File: src/lmac_regs.svh
// Register offsets, codes and timing constants of the line maintenance block
`ifndef LMAC_REGS_SVH
`define LMAC_REGS_SVH

// Register indices on the plain register port
`define LMAC_REG_ERRCNT0     4'h0
`define LMAC_REG_ERRCNT1     4'h1
`define LMAC_REG_ERRCNT2     4'h2
`define LMAC_REG_ERRCNT3     4'h3
`define LMAC_REG_STATUS      4'h4
`define LMAC_REG_CTRL        4'h5
`define LMAC_CTRL_RESET      4'hF

// Status field positions: synced bits low nibble, active bits high nibble
`define LMAC_STATUS_SYNC_POS 0
`define LMAC_STATUS_ACT_POS  4

// Downstream command codes
`define LMAC_CMD_DR          4'h0
`define LMAC_CMD_RES         4'h1
`define LMAC_CMD_LTD         4'h3
`define LMAC_CMD_SSP         4'h5
`define LMAC_CMD_ARN         4'h8
`define LMAC_CMD_ARL         4'h9
`define LMAC_CMD_AR2         4'hA
`define LMAC_CMD_AR4         4'hB
`define LMAC_CMD_DID         4'hF

// Upstream indication codes
`define LMAC_IND_ARU         4'h8
`define LMAC_IND_SYNCED      4'h7
`define LMAC_IND_AIU         4'hC
`define LMAC_IND_DIU         4'hF

// Counter limit
`define LMAC_ERR_MAX         8'hFF

// Timing
`define LMAC_CLK_KHZ         250000
`define LMAC_AWAKE_RETRY_MS  12
`define LMAC_SYNC_DELAY_MS   7

`endif

File: src/lmac_pkg.sv
// Types shared by the line maintenance block
package lmac_pkg;

    typedef enum logic [6:0] {
        ST_DEACT    = 7'b000_0001,
        ST_AWAKING  = 7'b000_0010,
        ST_ACK_WAIT = 7'b000_0100,
        ST_AWOKEN   = 7'b000_1000,
        ST_SYNC     = 7'b001_0000,
        ST_SYNCED   = 7'b010_0000,
        ST_ACTIVE   = 7'b100_0000
    } lmac_state_e;

    typedef enum logic [1:0] {
        MS_ZERO  = 2'b00,
        MS_PLUS  = 2'b01,
        MS_MINUS = 2'b10
    } lmac_msym_e;

    typedef logic [3:0] lmac_code_t;

endpackage

File: src/lmac_cnt_if.sv
// Control and value bundle between the channel logic and an error counter
`timescale 1ns/1ps
`default_nettype none
interface lmac_cnt_if #(parameter int W = 8);
    logic         count_en;
    logic         clear;
    logic         frame_evt;
    logic         read_clr;
    logic [W-1:0] value;

    modport ctr (input count_en, input clear, input frame_evt, input read_clr, output value);
    modport ctl (output count_en, output clear, output frame_evt, output read_clr, input value);
endinterface
`default_nettype wire

File: src/lmac_err_counter.sv
// Saturating per-channel count of errored line frames
`timescale 1ns/1ps
`default_nettype none
`include "lmac_regs.svh"
module lmac_err_counter #(
    parameter int W = 8
) (
    // Clock and reset
    input  wire logic core_clk,
    input  wire logic reset,
    // Channel side
    lmac_cnt_if.ctr   cnt
);
    logic [W-1:0] count;
    logic [W-1:0] next_count;

    always_comb begin
        next_count = count;
        if (cnt.clear) begin
            next_count = '0;
        end else if (cnt.frame_evt && cnt.count_en) begin
            if (cnt.read_clr) begin
                next_count = {{(W-1){1'b0}}, 1'b1};
            end else if (count != `LMAC_ERR_MAX) begin
                next_count = count + {{(W-1){1'b0}}, 1'b1};
            end
        end else if (cnt.read_clr) begin
            next_count = '0;
        end
    end

    always_ff @(posedge core_clk) begin
        if (reset) begin
            count <= '0;
        end else begin
            count <= next_count;
        end
    end

    assign cnt.value = count;
endmodule // lmac_err_counter
`default_nettype wire

File: src/lmac_top.sv
// Four-channel maintenance, loop and activation control
`timescale 1ns/1ps
`default_nettype none
`include "lmac_regs.svh"
module lmac_top #(
    parameter int CH              = 4,
    parameter int AWAKE_RETRY_CYC = `LMAC_AWAKE_RETRY_MS * `LMAC_CLK_KHZ,
    parameter int SYNC_DELAY_CYC  = `LMAC_SYNC_DELAY_MS * `LMAC_CLK_KHZ
) (
    // Clock and reset
    input  wire logic            core_clk,
    input  wire logic            reset,
    // Asynchronous override pins
    input  wire logic            reset_pin,
    input  wire logic            single_pulse_test_pin,
    // Register port
    input  wire logic [3:0]      reg_addr,
    input  wire logic [7:0]      reg_wdata,
    input  wire logic            reg_wr,
    input  wire logic            reg_rd,
    output logic      [7:0]      reg_rdata,
    // Command/indicate channel
    input  wire logic            ci_frame,
    input  wire logic [4*CH-1:0] ci_rx_code,
    output logic      [4*CH-1:0] ci_tx_code,
    // Line receive events
    input  wire logic [CH-1:0]   line_frame,
    input  wire logic [CH-1:0]   code_violation,
    input  wire logic [CH-1:0]   rx_maint_plus,
    input  wire logic [CH-1:0]   awake_detect,
    input  wire logic [CH-1:0]   ack_detect,
    input  wire logic [CH-1:0]   far_synced,
    input  wire logic [CH-1:0]   far_transparent,
    // Line transmit control
    output logic      [CH-1:0]   tx_awake,
    output logic      [CH-1:0]   tx_ack,
    output logic      [CH-1:0]   tx_line_on,
    output logic      [CH-1:0]   downstream_sync_signal,
    output logic      [2*CH-1:0] tx_maint_sym,
    output logic      [CH-1:0]   loop_closed,
    output logic      [CH-1:0]   analog_loop_mode,
    output logic      [CH-1:0]   single_pulse_mode
);
    localparam logic [21:0] RETRY_LOAD = 22'(AWAKE_RETRY_CYC - 1);
    localparam logic [21:0] DELAY_LOAD = 22'(SYNC_DELAY_CYC - 1);

    function automatic logic is_act_req(input lmac_pkg::lmac_code_t c);
        return c[3:2] == 2'b10;
    endfunction

    function automatic logic is_halt(input lmac_pkg::lmac_code_t c);
        return (c == `LMAC_CMD_RES) || (c == `LMAC_CMD_SSP) ||
               (c == `LMAC_CMD_DR) || (c == `LMAC_CMD_LTD);
    endfunction

    // Pin synchronisers, a change counts when stages two and three agree
    logic [2:0] res_sync;
    logic [2:0] tsp_sync;
    logic       res_pin_q;
    logic       tsp_pin_q;
    logic       next_res_pin_q;
    logic       next_tsp_pin_q;

    always_comb begin
        next_res_pin_q = (res_sync[1] == res_sync[2]) ? res_sync[2] : res_pin_q;
        next_tsp_pin_q = (tsp_sync[1] == tsp_sync[2]) ? tsp_sync[2] : tsp_pin_q;
    end

    always_ff @(posedge core_clk) begin
        if (reset) begin
            res_sync  <= 3'h0;
            tsp_sync  <= 3'h0;
            res_pin_q <= 1'b0;
            tsp_pin_q <= 1'b0;
        end else begin
            res_sync  <= {res_sync[1:0], reset_pin};
            tsp_sync  <= {tsp_sync[1:0], single_pulse_test_pin};
            res_pin_q <= next_res_pin_q;
            tsp_pin_q <= next_tsp_pin_q;
        end
    end

    // Register file
    logic [CH-1:0] chan_en;
    logic [CH-1:0] next_chan_en;
    logic [7:0]    next_reg_rdata;
    logic [CH-1:0] read_ok;
    logic [CH-1:0] read_clr;
    logic [CH-1:0] st_synced;
    logic [CH-1:0] st_active;
    logic [7:0]    cnt_value [CH];

    lmac_cnt_if #(.W(8)) cnt_bus [CH] ();

    always_comb begin
        next_chan_en   = chan_en;
        next_reg_rdata = 8'h00;
        read_clr       = '0;
        if (reg_wr && reg_addr == `LMAC_REG_CTRL) begin
            next_chan_en = reg_wdata[CH-1:0];
        end
        if (reg_rd) begin
            if (reg_addr < 4'(CH)) begin
                if (read_ok[reg_addr[1:0]]) begin
                    next_reg_rdata               = cnt_value[reg_addr[1:0]];
                    read_clr[reg_addr[1:0]]      = 1'b1;
                end
            end else if (reg_addr == `LMAC_REG_STATUS) begin
                next_reg_rdata[`LMAC_STATUS_SYNC_POS +: CH] = st_synced;
                next_reg_rdata[`LMAC_STATUS_ACT_POS +: CH]  = st_active;
            end else if (reg_addr == `LMAC_REG_CTRL) begin
                next_reg_rdata[CH-1:0] = chan_en;
            end
        end
    end

    always_ff @(posedge core_clk) begin
        if (reset) begin
            chan_en   <= `LMAC_CTRL_RESET;
            reg_rdata <= 8'h00;
        end else begin
            chan_en   <= next_chan_en;
            reg_rdata <= next_reg_rdata;
        end
    end

    // Per-channel logic
    for (genvar ch = 0; ch < CH; ch++) begin : g_ch
        lmac_pkg::lmac_code_t  rx_code;
        lmac_pkg::lmac_code_t  prev_code;
        lmac_pkg::lmac_code_t  acc_code;
        lmac_pkg::lmac_code_t  next_prev_code;
        lmac_pkg::lmac_code_t  next_acc_code;
        lmac_pkg::lmac_code_t  cmd;
        lmac_pkg::lmac_code_t  loop_code;
        lmac_pkg::lmac_code_t  next_loop_code;
        lmac_pkg::lmac_code_t  next_ind;
        lmac_pkg::lmac_state_e state;
        lmac_pkg::lmac_state_e next_state;
        lmac_pkg::lmac_msym_e  msym;
        lmac_pkg::lmac_msym_e  next_msym;
        logic [21:0]           timer;
        logic [21:0]           next_timer;
        logic                  cnt_en;
        logic                  next_cnt_en;
        logic                  cnt_clear;
        logic                  alt;
        logic                  next_alt;
        logic                  next_awake;
        logic                  next_ack;
        logic                  line_up;

        assign rx_code = ci_rx_code[4*ch +: 4];

        // Code taken only when seen in two successive frames
        always_comb begin
            next_prev_code = prev_code;
            next_acc_code  = acc_code;
            if (ci_frame) begin
                next_prev_code = rx_code;
                if (rx_code == prev_code) begin
                    next_acc_code = rx_code;
                end
            end
        end

        // Pins override the channel's command
        always_comb begin
            if (res_pin_q) begin
                cmd = `LMAC_CMD_RES;
            end else if (tsp_pin_q) begin
                cmd = `LMAC_CMD_SSP;
            end else begin
                cmd = acc_code;
            end
        end

        assign line_up = (state == lmac_pkg::ST_SYNC) || (state == lmac_pkg::ST_SYNCED) ||
                         (state == lmac_pkg::ST_ACTIVE);

        always_comb begin
            next_state     = state;
            next_timer     = (timer != 22'h0) ? timer - 22'h1 : timer;
            next_loop_code = loop_code;
            next_cnt_en    = cnt_en;
            cnt_clear      = 1'b0;
            next_awake     = 1'b0;
            next_ack       = 1'b0;
            if (is_halt(cmd) || !chan_en[ch]) begin
                // Deactivation comes from a halt command, either override pin or a cleared chan_en bit
                next_state     = lmac_pkg::ST_DEACT;
                next_loop_code = `LMAC_CMD_ARN;
                next_cnt_en    = 1'b0;
                cnt_clear      = 1'b1;
            end else begin
                case (state)
                    lmac_pkg::ST_DEACT: begin
                        if (is_act_req(cmd)) begin
                            next_state     = lmac_pkg::ST_AWAKING;
                            next_awake     = 1'b1;
                            next_timer     = RETRY_LOAD;
                            next_loop_code = cmd;
                        end else if (awake_detect[ch]) begin
                            next_state = lmac_pkg::ST_AWOKEN;
                            next_ack   = 1'b1;
                            next_timer = DELAY_LOAD;
                        end
                    end
                    lmac_pkg::ST_AWAKING: begin
                        if (ack_detect[ch]) begin
                            next_state = lmac_pkg::ST_ACK_WAIT;
                            next_timer = DELAY_LOAD;
                        end else if (timer == 22'h0) begin
                            next_awake = 1'b1;
                            next_timer = RETRY_LOAD;
                        end
                    end
                    lmac_pkg::ST_ACK_WAIT: begin
                        if (ack_detect[ch]) begin
                            next_state = lmac_pkg::ST_AWOKEN;
                            next_ack   = 1'b1;
                            next_timer = DELAY_LOAD;
                        end else if (timer == 22'h0) begin
                            next_state = lmac_pkg::ST_SYNC;
                        end
                    end
                    lmac_pkg::ST_AWOKEN: begin
                        if (awake_detect[ch]) begin
                            next_ack   = 1'b1;
                            next_timer = DELAY_LOAD;
                        end else if (timer == 22'h0) begin
                            next_state = lmac_pkg::ST_SYNC;
                        end
                    end
                    lmac_pkg::ST_SYNC: begin
                        if (far_synced[ch]) begin
                            next_state  = lmac_pkg::ST_SYNCED;
                            next_cnt_en = 1'b1;
                        end
                    end
                    lmac_pkg::ST_SYNCED: begin
                        if (far_transparent[ch]) begin
                            next_state = lmac_pkg::ST_ACTIVE;
                        end
                    end
                    lmac_pkg::ST_ACTIVE: begin
                        next_state = lmac_pkg::ST_ACTIVE;
                    end
                    default: begin
                        next_state = lmac_pkg::ST_DEACT;
                    end
                endcase
                if (line_up && is_act_req(cmd)) begin
                    next_loop_code = cmd;
                end
            end
        end

        // Indication sent upstream
        always_comb begin
            case (state)
                lmac_pkg::ST_DEACT:  next_ind = `LMAC_IND_DIU;
                lmac_pkg::ST_SYNCED: next_ind = `LMAC_IND_SYNCED;
                lmac_pkg::ST_ACTIVE: next_ind = `LMAC_IND_AIU;
                default:             next_ind = `LMAC_IND_ARU;
            endcase
        end

        // Maintenance symbol, one per line frame
        always_comb begin
            next_msym = msym;
            next_alt  = alt;
            if (line_frame[ch]) begin
                next_msym = lmac_pkg::MS_ZERO;
                if (line_up && loop_code == `LMAC_CMD_AR2) begin
                    next_msym = lmac_pkg::MS_PLUS;
                end else if (line_up && loop_code == `LMAC_CMD_AR4) begin
                    next_msym = alt ? lmac_pkg::MS_ZERO : lmac_pkg::MS_PLUS;
                    next_alt  = !alt;
                end else begin
                    next_alt  = 1'b0;
                end
            end
        end

        always_ff @(posedge core_clk) begin
            if (reset) begin
                prev_code                   <= `LMAC_CMD_DID;
                acc_code                    <= `LMAC_CMD_DID;
                state                       <= lmac_pkg::ST_DEACT;
                timer                       <= 22'h0;
                loop_code                   <= `LMAC_CMD_ARN;
                cnt_en                      <= 1'b0;
                alt                         <= 1'b0;
                msym                        <= lmac_pkg::MS_ZERO;
                tx_awake[ch]                <= 1'b0;
                tx_ack[ch]                  <= 1'b0;
                tx_line_on[ch]              <= 1'b0;
                downstream_sync_signal[ch]  <= 1'b0;
                loop_closed[ch]             <= 1'b0;
                analog_loop_mode[ch]        <= 1'b0;
                single_pulse_mode[ch]       <= 1'b0;
                ci_tx_code[4*ch +: 4]       <= `LMAC_IND_DIU;
            end else begin
                prev_code                   <= next_prev_code;
                acc_code                    <= next_acc_code;
                state                       <= next_state;
                timer                       <= next_timer;
                loop_code                   <= next_loop_code;
                cnt_en                      <= next_cnt_en;
                alt                         <= next_alt;
                msym                        <= next_msym;
                tx_awake[ch]                <= next_awake;
                tx_ack[ch]                  <= next_ack;
                // Line signal stays on while a loop is closed
                tx_line_on[ch]              <= (next_state != lmac_pkg::ST_DEACT);
                downstream_sync_signal[ch]  <= (next_state == lmac_pkg::ST_SYNC) ||
                                               (next_state == lmac_pkg::ST_SYNCED) ||
                                               (next_state == lmac_pkg::ST_ACTIVE);
                loop_closed[ch]             <= (next_loop_code == `LMAC_CMD_ARL);
                analog_loop_mode[ch]        <= (next_loop_code == `LMAC_CMD_ARL);
                single_pulse_mode[ch]       <= (cmd == `LMAC_CMD_SSP);
                ci_tx_code[4*ch +: 4]       <= next_ind;
            end
        end

        assign tx_maint_sym[2*ch +: 2] = msym;
        assign st_synced[ch] = (state == lmac_pkg::ST_SYNCED) || (state == lmac_pkg::ST_ACTIVE);
        assign st_active[ch] = (state == lmac_pkg::ST_ACTIVE);
        assign read_ok[ch]   = st_synced[ch];

        // Far-end frames are not counted while a loop ignores them
        assign cnt_bus[ch].count_en  = cnt_en;
        assign cnt_bus[ch].clear     = cnt_clear;
        assign cnt_bus[ch].frame_evt = line_frame[ch] && !loop_closed[ch] &&
                                       (code_violation[ch] || rx_maint_plus[ch]);
        assign cnt_bus[ch].read_clr  = read_clr[ch];
        assign cnt_value[ch]         = cnt_bus[ch].value;

        lmac_err_counter #(.W(8)) u_cnt (
            .core_clk (core_clk),
            .reset    (reset),
            .cnt      (cnt_bus[ch])
        );
    end
endmodule // lmac_top
`default_nettype wire

File: config.mk
export PLATFORM = sky130hd
export DESIGN_NAME = lmac_top
export DESIGN_NICKNAME = d
export VERILOG_FILES = /design/src/lmac_pkg.sv /design/src/lmac_cnt_if.sv /design/src/lmac_err_counter.sv /design/src/lmac_top.sv
export VERILOG_INCLUDE_DIRS = /design/src
export SDC_FILE = /design/constraint.sdc
export NUM_CORES = 1
export LEC_CHECK = 0
export ABC_AREA = 1
export BUFFER_PORTS_ARGS = -buffer_cell sky130_fd_sc_hd__buf_2
export CELL_PAD_IN_SITES_DETAIL_PLACEMENT = 1
export CELL_PAD_IN_SITES_GLOBAL_PLACEMENT = 1
export CORE_MARGIN = 2
export CORE_UTILIZATION = 46
export CTS_CLUSTER_DIAMETER = 100
export DETAILED_ROUTE_END_ITERATION = 7
export MAX_ROUTING_LAYER = met4
export PLACE_DENSITY = 0.9
export RECOVER_POWER = 100
export SLEW_MARGIN = 20
export SYNTH_ARGS = -nofsm -noshare
export SYNTH_HDL_FRONTEND = slang
export SYNTH_HIERARCHICAL = 1
export SYNTH_SLANG_ARGS = --single-unit
File: constraint.sdc
create_clock -name core_clk -period 3.9 [get_ports core_clk]
set_clock_uncertainty 0.1 [all_clocks]
set_input_delay 0.39 -clock core_clk [delete_from_list [all_inputs] [get_ports core_clk]]
set_output_delay 0.39 -clock core_clk [all_outputs]
set_load 0.02 [all_outputs]
==> out/results.txt <==
Clock sink count = 264
Maximum vdd drop = 0.0003094 V
Unrepaired setup endpoints after global routing = no
Drt pass-1 iters = 5
Ys flop type = dfxtp_1
Core ar. = 32370 um^2
Setup-failing EPs final = 0
Via count = 16.34k
Post-synth EDFFs = 0
Starting density of the core = 46.40%
Initial antenna violation count = 2
Net Sw Frac = 37.82%
Pleak = 8.012 nW
Die H = 184.7 um
CP max stage delay = 520 ps
Row count = 66
Synth cell types = 50
Routed len/inst = 17.44 um
Nets = 2572
Crit-path max FO = 19
Syn Inst Count = 2367
Die ar. = 34110 um^2
First-pass GRT wire length = 82770 um
Max Freq = 286.1 MHz
Number of DRC markers in iteration 0 = 1045
Setup TNS = 0 ps
Layout area overhead = 13.14%
Final WS setup = 405.0 ps
Power Internal = 0.005646 W
CTS buffer count = 30
Crit path kind = register to register
Total wire length = 51680 um
CTS root buf = clkbuf_16
CTS tree = yes
Register bit total from synthesis = 264
Synthesized cell area = 15020 um^2
Vias per cell = 5.513
CP arrival = 3870 ps
Crit path cell chain = nor2_4, nand2_1, nand3_1, nand3_1, clkinvlp_2, nand2_1, inv_2, nand2_1, nand2_1, inv_1, nand2_1, nor2_1
Relative slew margins = -10.46%
Final hold violation count = 0
Synth Warn # = 6
Worst-Skew Late Latency = 570 ps
Die Wd = 184.7 um
PD cells = 534.3 nW/um^2
GR Util All Layers = 30.57%
Postcts setup bufs = 0
Hold WS = 14.86 ps
Vias in the first global route = 16.81k
H-tree levels = 1
Drt drc = 0
Violated checks = max-capacitance violations, max-slew violations
Most frequent CP cell = nand2_1
Req. time, crit path = 4270 ps
Psw = 0.003434 W
MaxCap Viol Count = 1
Crit path max-delay family = simple AND/OR/NAND/NOR gates
Boundary Pins = 123
Largest net degree at the start of global routing = 63
Port Buffer Count = 114
Fin crit share = 89.62%
GRT Residual Overflow = 0
Worst path bufs/invs = 3
Final GP Congestion = 0.9659
Hpwl dp = 37840 um
Hold crit path type = primary input to register
CTS Buffer Depth = 3
Tmin final = 3495 ps
Comb power frac = 31.4%
Syn Area/Cell = 6.345 um^2
Total power = 0.009079 W
Startpoint types = register
Run status = finished, violations left
Routed Antenna Nets = 0
Slowest cell on the critical path = nor2_4
Pin slew with the least headroom to its limit = 1657 ps
Worst slack, placed = 890.8 ps
Crit end category = register
Share of async-settable or async-resettable flops after synthesis = 0%
Share of power burned in registers = 36.0%
Max-slew violations = 63
Clock group share of total power = 32.7%
Reg clk slew, reported paths = 60 ps
Seq/Total Area, Yosys = 35.19%
Cell area after layout = 16990 um^2
Share of cells above drive strength 1 = 6.548%
Placed Instance Area = 15960 um^2
kinds of logic (layout without fill, tap and decap cells):
kind of cell / Yosys count / in the layout / share of synthesized area [%]
simple gates: 1350 / 1350 / 39.51
buf+inv: 349 / 499 / 9.189
compound gates: 348 / 348 / 12.58
flops: 264 / 264 / 35.19
xor+xnor: 43 / 43 / 2.507
fa+ha+maj: 12 / 12 / 0.9996
other cells: 1 / 6 / 0.02497
final cells by class:
class / instances / area, um^2
Clock inverter: 10 / 132.6
Timing Repair Buffer: 141 / 758.2
Clock buffer: 45 / 888.4
Inverter: 303 / 1141
Fill cell: 4546 / 15380
Sequential cell: 264 / 5285
Antenna cell: 2 / 5.005
Tap cell: 442 / 553.0
Multi-Input combinational cell: 1757 / 8229
cells in the final DEF (no fill, tap or decap), types with 4 or more instances in the layout:
master         count
a211oi_1           6
a21oi_1          176
a22oi_1            5
a31oi_1            6
a41oi_1            5
buf_2             55
buf_4              4
clkbuf_1          66
clkbuf_16         31
clkbuf_8           6
clkinv_1           4
clkinv_2           4
conb_1             4
dfxtp_1          264
dlygate4sd3_1     23
ha_1              12
inv_1            289
inv_2              7
nand2_1          604
nand2_2           11
nand2_4            4
nand2_8            4
nand3_1          208
nand3b_1           8
nand4_1           44
nor2_1           390
nor2_2             5
nor2_4            11
nor3_1            42
o211ai_1          19
o21ai_0          108
o21ai_1            6
o22ai_1            6
or2_2              9
xnor2_1           12
xor2_1            31
registers in the layout, indices dropped and copies added (netlist names), 8 cells and up:
signal	flops
reg_rdata	8
g_ch.timer	88
g_ch.prev_code	16
g_ch.u_cnt/cnt.value	32
g_ch.acc_code	16
g_ch.state	28
ci_tx_code	12
g_ch.loop_code	16
power groups by stage:
stage	Sequential [W]	Clock [W]	Combinational, W
global placement	0.00330	0	0.00266
floorplan	0.00326	0	0.00209
detailed placement	0.00331	0	0.00280
global route	0.00330	0.00310	0.00322
CTS	0.00326	0.00300	0.00286
finish	0.00327	0.00296	0.00285
synth_stat cells, types with 2 or more instances:
library cell | count | area [um^2]
a211oi_1 | 6 | 45.04
a21boi_0 | 3 | 22.52
a21oi_1 | 176 | 880.8
a22oi_1 | 5 | 37.54
a31oi_1 | 6 | 37.54
a41oi_1 | 5 | 43.79
and2_1 | 2 | 12.51
buf_1 | 6 | 22.52
buf_2 | 3 | 15.01
buf_4 | 13 | 97.59
buf_6 | 2 | 22.52
clkbuf_1 | 22 | 82.58
clkinv_1 | 4 | 15.01
clkinv_2 | 2 | 10.01
dfxtp_1 | 264 | 5285
ha_1 | 12 | 150.1
inv_1 | 286 | 1074
inv_2 | 11 | 41.29
nand2_1 | 591 | 2218
nand2_2 | 20 | 125.1
nand2_4 | 8 | 90.09
nand2_8 | 4 | 80.08
nand2b_1 | 2 | 12.51
nand3_1 | 204 | 1021
nand3_2 | 4 | 40.04
nand3_4 | 3 | 52.55
nand3b_1 | 8 | 60.06
nand4_1 | 44 | 275.3
nor2_1 | 385 | 1445
nor2_2 | 7 | 43.79
nor2_4 | 13 | 146.4
nor3_1 | 41 | 205.2
nor4_1 | 2 | 12.51
o211ai_1 | 19 | 142.6
o21ai_0 | 101 | 505.5
o21ai_1 | 11 | 55.05
o21ai_2 | 3 | 26.28
o21bai_1 | 3 | 22.52
o22ai_1 | 6 | 37.54
or2_2 | 9 | 56.30
xnor2_1 | 12 | 105.1
xor2_1 | 31 | 271.5
routing by layer:
| layer | global-route usage (%) | wire, um | part of all wire, % | up-vias |
|---|---|---|---|---|
| met5 | - | 0 | 0 | - |
| met4 | 9.841 | 1349 | 2.6 | 0 |
| met3 | 3.991 | 2601 | 5.0 | 112 |
| met2 | 52.50 | 24940 | 48 | 432 |
| met1 | 37.18 | 22800 | 44 | 7902 |
| li1 | - | - | - | 7896 |
per-stage QoR:
step           util (%)  instances
2_1_floorplan         -       2370
3_3_place_gp      49.30       2884
3_5_place_dp      49.30       2884
4_1_cts           53.17       2962
5_1_grt           52.49       2964
6_report          52.49       2964
path summary, 6_finish.rpt:
| check | cells after the start | slack [ps] | start | to |
|---|---|---|---|---|
| setup / recovery | 12 | 400 | tsp_pin_q$_SDFFE_PP0N_ | g_ch[2].timer[14]$_SDFF_PP0_ |
| hold reg to reg | 2 | 310 | tsp_sync[0]$_SDFF_PP0_ | tsp_sync[1]$_SDFF_PP0_ |
| hold / removal | 4 | 10 | far_transparent[1] | g_ch[1].state[5]$_SDFF_PP0_ |
| setup reg to reg | 12 | 400 | tsp_pin_q$_SDFFE_PP0N_ | g_ch[2].timer[14]$_SDFF_PP0_ |
worst reg2reg max path, cell delays in order (launching register included):
cell,delay (ps)
dfxtp_1,390
nor2_4,520
nand2_1,250
nand3_1,180
nand3_1,270
clkinvlp_2,310
nand2_1,420
inv_2,360
nand2_1,120
nand2_1,260
inv_1,110
nand2_1,80
nor2_1,40
timing repair:
item	4_1_cts	5_1_grt
resized for setup	0	0
hold endpoints to repair	30	0
hold buffers	23	0
No activity file was read; power rests on OpenSTA's default activity.
